## src/common/swf_pkg.sv

```systemverilog
// shared constants and carriers for the status word flag block
package swf_pkg;

	////////////////////////////////////////////////////////////////////////////////
	// widths
	localparam int ACC_W = 8;
	localparam int STAT_W = 8;
	localparam int BANK_W = 2;
	localparam int REG_IDX_W = 3;
	localparam int RAM_ADDR_W = 8;
	localparam int BIT_SEL_W = 3;

	////////////////////////////////////////////////////////////////////////////////
	// status byte field positions
	localparam int STAT_PAR_BIT = 0;
	localparam int STAT_UF_BIT = 1;
	localparam int STAT_OVF_BIT = 2;
	localparam int STAT_BANK_LO_BIT = 3;
	localparam int STAT_BANK_HI_BIT = 4;

	// the same positions at the width of the bit selector they meet
	localparam logic [BIT_SEL_W-1:0] SEL_PAR = 3'h0;
	localparam logic [BIT_SEL_W-1:0] SEL_UF = 3'h1;
	localparam logic [BIT_SEL_W-1:0] SEL_OVF = 3'h2;
	localparam logic [BIT_SEL_W-1:0] SEL_BANK_LO = 3'h3;
	localparam logic [BIT_SEL_W-1:0] SEL_BANK_HI = 3'h4;

	////////////////////////////////////////////////////////////////////////////////
	// reset values
	localparam logic [BANK_W-1:0] BANK_RST = 2'h0;
	localparam logic OVF_RST = 1'h0;
	localparam logic UF_RST = 1'h0;
	localparam logic PAR_RST = 1'h0;
	localparam logic [RAM_ADDR_W-1:0] RAM_ADDR_RST = 8'h00;
	localparam logic [STAT_W-1:0] STAT_RST = 8'h00;

	// bits above the bank field are not held here and read as zero
	localparam int STAT_PAD_W = STAT_W - STAT_BANK_HI_BIT - 1;
	localparam logic [STAT_PAD_W-1:0] STAT_PAD = 3'h0;
	localparam int RAM_PAD_W = RAM_ADDR_W - BANK_W - REG_IDX_W;
	localparam logic [RAM_PAD_W-1:0] RAM_PAD = 3'h0;

	////////////////////////////////////////////////////////////////////////////////
	// carriers
	typedef enum logic [1:0] {
		SWF_OP_ADD = 2'h0,
		SWF_OP_SUB = 2'h1,
		SWF_OP_MUL = 2'h2,
		SWF_OP_DIV = 2'h3
	} swf_arith_op_t;

	typedef struct packed {
		logic valid;
		swf_arith_op_t op;
		logic carry;
		logic borrow;
		logic mul_ovf;
		logic div_ovf;
	} swf_alu_res_t;

	typedef struct packed {
		logic byte_wr;
		logic [STAT_W-1:0] byte_data;
		logic bit_wr;
		logic [BIT_SEL_W-1:0] bit_sel;
		logic bit_val;
	} swf_sw_wr_t;

	typedef struct packed {
		logic valid;
		logic [REG_IDX_W-1:0] idx;
	} swf_reg_req_t;

endpackage : swf_pkg

```

## src/logic/swf_parity_reg.sv

```systemverilog
// registered even/odd parity of a data word
`timescale 1ns/1ns
module swf_parity_reg #(
	parameter int W = 8
) (
	// clock and reset
	input wire logic clk,
	input wire logic resetn,
	// data in
	input wire logic [W-1:0] data,
	// parity out
	output logic parity
);

	logic parity_reg;
	logic parity_next;

	////////////////////////////////////////////////////////////////////////////////
	// odd count of ones reads one, even reads zero
	always_comb
	begin
		parity_next = ^data;
	end

	always_ff @(posedge clk or negedge resetn)
	begin
		if (!resetn)
			parity_reg <= swf_pkg::PAR_RST;
		else
			parity_reg <= parity_next;
	end

	assign parity = parity_reg;

endmodule : swf_parity_reg

```

## src/logic/swf_status_flags.sv

```systemverilog
// status word flags: bank select decode, overflow, user flag, parity
`timescale 1ns/1ns
module swf_status_flags (
	// clock and reset
	input wire logic clk,
	input wire logic resetn,
	// alu result and accumulator
	input wire swf_pkg::swf_alu_res_t alu_res,
	input wire logic [swf_pkg::ACC_W-1:0] acc,
	// software writes and reads of the status byte
	input wire swf_pkg::swf_sw_wr_t sw_wr,
	input wire logic sw_rd,
	output logic [swf_pkg::STAT_W-1:0] rd_data,
	output logic rd_valid,
	// working register address request
	input wire swf_pkg::swf_reg_req_t reg_req,
	output logic [swf_pkg::RAM_ADDR_W-1:0] ram_addr,
	output logic ram_addr_valid,
	// flag outputs
	output logic bank_select_high,
	output logic bank_select_low,
	output logic [swf_pkg::RAM_ADDR_W-1:0] bank_base_addr,
	output logic arith_overflow_flag,
	output logic user_flag_one,
	output logic parity_flag
);

	////////////////////////////////////////////////////////////////////////////////
	// declarations
	logic [swf_pkg::BANK_W-1:0] bank_reg;
	logic [swf_pkg::BANK_W-1:0] bank_next;
	logic [swf_pkg::RAM_ADDR_W-1:0] bank_base_reg;
	logic [swf_pkg::RAM_ADDR_W-1:0] bank_base_next;
	logic ovf_reg;
	logic ovf_next;
	logic uf_reg;
	logic uf_next;
	logic ovf_cause;
	logic [swf_pkg::RAM_ADDR_W-1:0] ram_addr_reg;
	logic [swf_pkg::RAM_ADDR_W-1:0] ram_addr_next;
	logic ram_addr_valid_reg;
	logic ram_addr_valid_next;
	logic [swf_pkg::STAT_W-1:0] rd_data_reg;
	logic [swf_pkg::STAT_W-1:0] rd_data_next;
	logic rd_valid_reg;
	logic rd_valid_next;
	logic par_q;

	////////////////////////////////////////////////////////////////////////////////
	// bank selector
	// a bit write to the same field in the same cycle wins over the byte write
	always_comb
	begin
		bank_next = bank_reg;
		if (sw_wr.byte_wr)
		begin
			bank_next[0] = sw_wr.byte_data[swf_pkg::STAT_BANK_LO_BIT];
			bank_next[1] = sw_wr.byte_data[swf_pkg::STAT_BANK_HI_BIT];
		end
		if (sw_wr.bit_wr && sw_wr.bit_sel == swf_pkg::SEL_BANK_LO)
			bank_next[0] = sw_wr.bit_val;
		if (sw_wr.bit_wr && sw_wr.bit_sel == swf_pkg::SEL_BANK_HI)
			bank_next[1] = sw_wr.bit_val;
		// base is bank times eight, one clean range per bank
		bank_base_next = {swf_pkg::RAM_PAD, bank_next, {swf_pkg::REG_IDX_W{1'b0}}};
	end

	always_ff @(posedge clk or negedge resetn)
	begin
		if (!resetn)
		begin
			bank_reg <= swf_pkg::BANK_RST;
			bank_base_reg <= swf_pkg::RAM_ADDR_RST;
		end
		else
		begin
			bank_reg <= bank_next;
			bank_base_reg <= bank_base_next;
		end
	end

	////////////////////////////////////////////////////////////////////////////////
	// overflow flag
	// the alu result beats a software write in the same cycle: the flag
	// must describe the latest arithmetic result
	always_comb
	begin
		ovf_cause = 1'b0;
		unique case (alu_res.op)
			swf_pkg::SWF_OP_ADD: ovf_cause = alu_res.carry;
			swf_pkg::SWF_OP_SUB: ovf_cause = alu_res.borrow;
			swf_pkg::SWF_OP_MUL: ovf_cause = alu_res.mul_ovf;
			swf_pkg::SWF_OP_DIV: ovf_cause = alu_res.div_ovf;
		endcase
		ovf_next = ovf_reg;
		if (sw_wr.byte_wr)
			ovf_next = sw_wr.byte_data[swf_pkg::STAT_OVF_BIT];
		if (sw_wr.bit_wr && sw_wr.bit_sel == swf_pkg::SEL_OVF)
			ovf_next = sw_wr.bit_val;
		if (alu_res.valid)
			ovf_next = ovf_cause;
	end

	always_ff @(posedge clk or negedge resetn)
	begin
		if (!resetn)
			ovf_reg <= swf_pkg::OVF_RST;
		else
			ovf_reg <= ovf_next;
	end

	////////////////////////////////////////////////////////////////////////////////
	// user flag one
	// no hardware event reaches this bit, so alu_res is not looked at
	always_comb
	begin
		uf_next = uf_reg;
		if (sw_wr.byte_wr)
			uf_next = sw_wr.byte_data[swf_pkg::STAT_UF_BIT];
		if (sw_wr.bit_wr && sw_wr.bit_sel == swf_pkg::SEL_UF)
			uf_next = sw_wr.bit_val;
	end

	always_ff @(posedge clk or negedge resetn)
	begin
		if (!resetn)
			uf_reg <= swf_pkg::UF_RST;
		else
			uf_reg <= uf_next;
	end

	////////////////////////////////////////////////////////////////////////////////
	// parity of the accumulator
	// one cycle behind the accumulator; writes to this bit are dropped
	swf_parity_reg #(
		.W(swf_pkg::ACC_W)
	) u_parity (
		.clk(clk),
		.resetn(resetn),
		.data(acc),
		.parity(par_q)
	);

	////////////////////////////////////////////////////////////////////////////////
	// working register address
	// uses the bank held before any write of the same cycle
	always_comb
	begin
		ram_addr_valid_next = reg_req.valid;
		ram_addr_next = ram_addr_reg;
		if (reg_req.valid)
			ram_addr_next = {swf_pkg::RAM_PAD, bank_reg, reg_req.idx};
	end

	always_ff @(posedge clk or negedge resetn)
	begin
		if (!resetn)
		begin
			ram_addr_reg <= swf_pkg::RAM_ADDR_RST;
			ram_addr_valid_reg <= 1'b0;
		end
		else
		begin
			ram_addr_reg <= ram_addr_next;
			ram_addr_valid_reg <= ram_addr_valid_next;
		end
	end

	////////////////////////////////////////////////////////////////////////////////
	// status byte read
	// shows the flags as held before this cycle's writes
	always_comb
	begin
		rd_valid_next = sw_rd;
		rd_data_next = rd_data_reg;
		if (sw_rd)
		begin
			rd_data_next = swf_pkg::STAT_RST;
			rd_data_next[swf_pkg::STAT_BANK_HI_BIT] = bank_reg[1];
			rd_data_next[swf_pkg::STAT_BANK_LO_BIT] = bank_reg[0];
			rd_data_next[swf_pkg::STAT_OVF_BIT] = ovf_reg;
			rd_data_next[swf_pkg::STAT_UF_BIT] = uf_reg;
			rd_data_next[swf_pkg::STAT_PAR_BIT] = par_q;
		end
	end

	always_ff @(posedge clk or negedge resetn)
	begin
		if (!resetn)
		begin
			rd_data_reg <= swf_pkg::STAT_RST;
			rd_valid_reg <= 1'b0;
		end
		else
		begin
			rd_data_reg <= rd_data_next;
			rd_valid_reg <= rd_valid_next;
		end
	end

	////////////////////////////////////////////////////////////////////////////////
	// outputs, all straight from flops
	assign bank_select_high = bank_reg[1];
	assign bank_select_low = bank_reg[0];
	assign bank_base_addr = bank_base_reg;
	assign arith_overflow_flag = ovf_reg;
	assign user_flag_one = uf_reg;
	assign parity_flag = par_q;
	assign ram_addr = ram_addr_reg;
	assign ram_addr_valid = ram_addr_valid_reg;
	assign rd_data = rd_data_reg;
	assign rd_valid = rd_valid_reg;

endmodule : swf_status_flags

```

## config.mk

```make
export PLATFORM = sky130hd
export DESIGN_NAME = swf_status_flags
export DESIGN_NICKNAME = d
export VERILOG_FILES = /design/src/common/swf_pkg.sv /design/src/logic/swf_parity_reg.sv /design/src/logic/swf_status_flags.sv
export SDC_FILE = /design/constraint.sdc
export NUM_CORES = 1
export LEC_CHECK = 0
export BUFFER_PORTS_ARGS = -buffer_cell sky130_fd_sc_hd__buf_2
export CAP_MARGIN = 10
export CORE_ASPECT_RATIO = 1.1
export CORE_MARGIN = 1.5
export CORE_UTILIZATION = 41
export CTS_BUF_LIST = sky130_fd_sc_hd__clkbuf_8 sky130_fd_sc_hd__clkbuf_16
export CTS_CLUSTER_SIZE = 16
export DETAILED_ROUTE_END_ITERATION = 7
export PLACE_DENSITY = 0.83
export RECOVER_POWER = 100
export SLEW_MARGIN = 10
export SYNTH_ARGS = -nofsm -noshare
export SYNTH_HDL_FRONTEND = slang
export SYNTH_SLANG_ARGS = --single-unit
export TNS_END_PERCENT = 100
```

## constraint.sdc

```tcl
create_clock -name clk -period 2.8 [get_ports clk]
set_input_delay 0 -clock clk [delete_from_list [all_inputs] [get_ports clk]]
set_output_delay 0 -clock clk [all_outputs]
set_load 0.1 [all_outputs]
```

Yosys cells after proc, flatten, opt, wreduce, memory -nomap -nowiden

Index checks and enable logic that the tools add are counted.

Bits in registers: 17
Input port bits: 36
Word-level logic and storage cells: 35

Equality and inequality tests: 7
Muxes and demuxes: 9
Reduce and logical (&&, ||, !) cells: 10

Operators with widths:

| operator             | count |
|---|---|
| $reduce_xor A8 Y1    | 1 |
| $mux W1              | 7 |
| $eq A3 B2 Y1 const B | 2 |
| $reduce_bool A2 Y1   | 3 |
| $eq A2 B2 Y1 const B | 2 |
| $logic_and A1 B1 Y1  | 4 |
| $pmux W1 S4          | 1 |
| $eq A3 B1 Y1 const B | 1 |
| $eq A3 B3 Y1 const B | 1 |
| $reduce_bool A3 Y1   | 1 |
| $eq A2 B1 Y1 const B | 1 |
| $logic_not A2 Y1     | 1 |
| $mux W2              | 1 |

Longest topological paths before layout

Depth in word-level cells: 4
Gate-level depth with buffers: 3
Mapped depth without buffers: 3

Hierarchy

Synthesis repeated with hierarchy kept, for this count alone.

Cells, all modules: 67
Area total of the unflattened synthesis: 867.1 um2

Modules (own cells, without submodules):

| module           | times used | cells an instance | area an instance (um2) | sequential area each (um2) |
|---|---|---|---|---|
| swf_status_flags | 1          | 59                | 780.7                  | 400.4 |
| swf_parity_reg   | 1          | 8                 | 86.3                   | 25.0 |

Worst setup path after synthesis

OpenSTA, ideal clock, no wires.

Path type: register -> register
From: reg arith_overflow_flag (netlist name)
To: reg ovf_reg (netlist: arith_overflow_flag)
Setup time: 0.119 ns
Data arrival time: 1.345 ns
Required time: 2.681 ns
Path slack: 1.336 ns
Stages on the path, launching flop included: 4
Clock period less this slack: 1.464 ns
Path through: dfrtp_1 -> mux2_2 -> mux2i_1 -> o21ai_2

RTL lines:

| item                 | line                    | source |
|---|---|---|
| to (signal assigned) | swf_status_flags.sv:107 | `ovf_reg <= swf_pkg::OVF_RST;` |
| to (signal assigned) | swf_status_flags.sv:109 | `ovf_reg <= ovf_next;` |
| to (decl)            | swf_status_flags.sv:34  | `logic ovf_reg;` |

Final worst setup path

From: reg bank_base_reg, in the netlist bank_base_addr[4]
To: out bank_base_addr[4] (netlist name)

RTL lines:

| item                   | line                   | source |
|---|---|---|
| from (decl)            | swf_status_flags.sv:32 | `logic [swf_pkg::RAM_ADDR_W-1:0] bank_base_reg;` |
| from (signal assigned) | swf_status_flags.sv:73 | `bank_base_reg <= swf_pkg::RAM_ADDR_RST;` |
| from (signal assigned) | swf_status_flags.sv:78 | `bank_base_reg <= bank_base_next;` |
| to (decl)              | swf_status_flags.sv:22 | `output logic [swf_pkg::RAM_ADDR_W-1:0] bank_base_addr,` |

No word-level cell between the ends.

==> results.yml <==
sta:
  skew_ns: 0.00191
  rsz0062_at_grt: "false"
  max_freq_ghz: 0.643
  maxSlewViolCount: 0
  tns_ns: 0
  period_minus_slack_ns: 1.56
  setup_viol: 0
  tightest_slew_ns: 1.18
  fin_crit_sh_pct: 55.5
  slew_headroom_pct: 21.4
  hold_viol_final: 0
logic_synthesis:
  ys_seq_elements: 17
  synth.distinct_cells: 16
  synth_warnings: 0
  ys_seq_area_share_pct: 49.2
  syn_inst: 67
  syn_avg_cell_area_um2: 12.9
  synth_area_um2: 865
final_layout:
  fill_cells: 198
  antenna_cells: 0
  drive_above_1_share_pct: 37.6
  mostFrequentLayoutCells: "28 x buf_2, 22 x clkbuf_1, 17 x dfrtp_1"
  nets: 162
  final_common_cell: "buf_2"
  areaGrowthSynthToFinish_pct: 35.9
  post-route-cell-area_mm2: 0.00117
place:
  port_buffers: 50
  place_area_mm2: 0.00109
  gp_congestion: 0.702
  hpwl_um: 1330
clocking:
  root_buffer: "clkbuf_8"
  cts_tree: "yes"
  cts_num_sinks: 17
  cts_made_buffers: 3
  post_cts_buffers: 0
  clk_path_buf_depth: 2
  htreeDepth: 1
  clkTransAtPathRegs_ns: 0.06
  clk-insertion-delay-late_ns: 0.24
floorplan:
  rows: 17
  num_io_pins: 67
  die_h_um: 51.2
  initial_core_util_pct: 43.2
  die_w_um: 46.8
  die-area_mm2: 0.00239
  core_area_mm2: 0.00200
global_route:
  globalRouteOverflowTotal: 0
  grt_max_degree: 18
  antenna_found_initial: 0
  grt_util_all_layers_pct: 15.4
  grt_pass1_vias: 663
  grt_pass1_wl_um: 2680
routing:
  routed_wl_um: 1680
  drt-vias-per-instance: 4.50
  drtIter0Drc: 6
  first_pass_iters: 4
  dr_total_vias: 689
  wl_per_cell_um: 10.9
  postRouteAntennaNets: 0
  route.detailed.drc: 0
pwr:
  vdd_drop_max_mv: 0.494
  cellPowerDensity_mw_per_mm2: 864
  power_leakage_nw: 0.540
worst_setup_path:
  ff2ff_setup_slack_ns: 1.81
  cp_max_fo: 5
  rr_startpoint: "arith_overflow_flag$_DFFE_PN0P_"
  critPathTopFamily: "buffers and inverters"
  slowest_delay_ns: 0.89
  path_class: "flip-flop to primary output"
  critical_path.cell_chain: "clkbuf_1"
  cp-end-kind: "primary output"
  critPathSlowestCell: "clkbuf_1"
  cp-start-kind: "flip-flop"
  cp_num_buf_inv: 1
  required_ns: 2.80
  crit_start: "bank_base_addr[4]$_DFFE_PN0P_"
  crit_arrival_ns: 1.56
worst_hold_path:
  hold_start: "sw_wr[0]"
  hold_class: "input pin to flip-flop"
outcome:
  status: "complete, no violations"
job:
  maxCapViolCount: 0
==> worst paths after layout <==
kind	endpoint	cells after the start
worst max-delay path	bank_base_addr[4]	1
worst min-delay path	user_flag_one$_DFFE_PN0P_	3
worst max register to register	arith_overflow_flag$_DFFE_PN0P_	3
worst min register to register	rd_data[0]$_DFFE_PN0P_	1
max in group asynchronous	ram_addr[0]$_DFFE_PN0P_	2
min in group asynchronous	bank_base_addr[4]$_DFFE_PN0P_	2
==> final cells by class <==
class                           count  area, um2  share of cell area [%]
Tap cell                           28       35.0                    2.98
Sequential cell                    17        425                    36.2
Timing Repair Buffer               57        293                    24.9
Clock buffer                        3       41.3                    3.51
Multi-Input combinational cell     47        375                    31.9
Clock inverter                      1       5.00                   0.426
==> stage by stage <==
stage	setup slack, ns	util, %	instances	power (mW)	hold WS (ns)
2_1_floorplan	1.34	-	78	0.778	-0.296
3_3_place_gp	1.83	54.3	142	0.844	-0.0741
3_5_place_dp	1.81	54.3	142	0.852	-0.0644
4_1_cts	1.68	60.1	153	1.04	0.0178
5_1_grt	1.20	58.8	153	1.06	0.0499
6_report	1.24	58.8	153	1.02	0.0210
==> where the power goes <==
group          leakage, nW  switching (mW)  internal (mW)  total [mW]
registers            0.200          0.0225          0.286       0.308
clock network       0.0255          0.0761         0.0984       0.174
logic                0.315           0.453         0.0796       0.532
==> cell usage after synthesis <==
library cell | count | area (um2)
nand2_1 | 3 | 11.3
a21oi_1 | 1 | 5.00
xnor2_1 | 6 | 52.6
xor2_1 | 1 | 8.76
mux2_2 | 11 | 124
mux2i_1 | 4 | 40.0
buf_4 | 14 | 105
mux4_2 | 1 | 22.5
o21ai_0 | 2 | 10.0
dfrtp_1 | 17 | 425
and4bb_2 | 2 | 25.0
conb_1 | 1 | 3.75
nand4b_1 | 1 | 8.76
nor2_1 | 1 | 3.75
nor4bb_1 | 1 | 10.0
o21ai_2 | 1 | 8.76
==> repair_timing <==
item | in CTS | in global routing
endpoints found under the hold margin | 23 | 0
resized for setup | 0 | 0
hold buffers | 7 | 0
==> routing by layer <==
layer | up-vias | global-route usage [%] | wire (um)
li1 | 321 | - | -
met1 | 318 | 16.1 | 628
met2 | 48 | 28.5 | 848
met3 | 2 | 2.47 | 182
met4 | 0 | 6.94 | 15
met5 | - | 0 | 0
==> cell families after synthesis <==
| family | after synthesis | share of synthesized area [%] |
|---|---|---|
| AOI/OAI and AO/OA | 4 | 2.75 |
| other | 1 | 0.434 |
| and+or+nand+nor | 8 | 6.80 |
| muxes | 16 | 21.6 |
| DFF | 17 | 49.2 |
| buffers and inverters | 14 | 12.2 |
| xor gates and xnor gates | 7 | 7.09 |
Note: power is estimated with default switching activity, not from simulation.
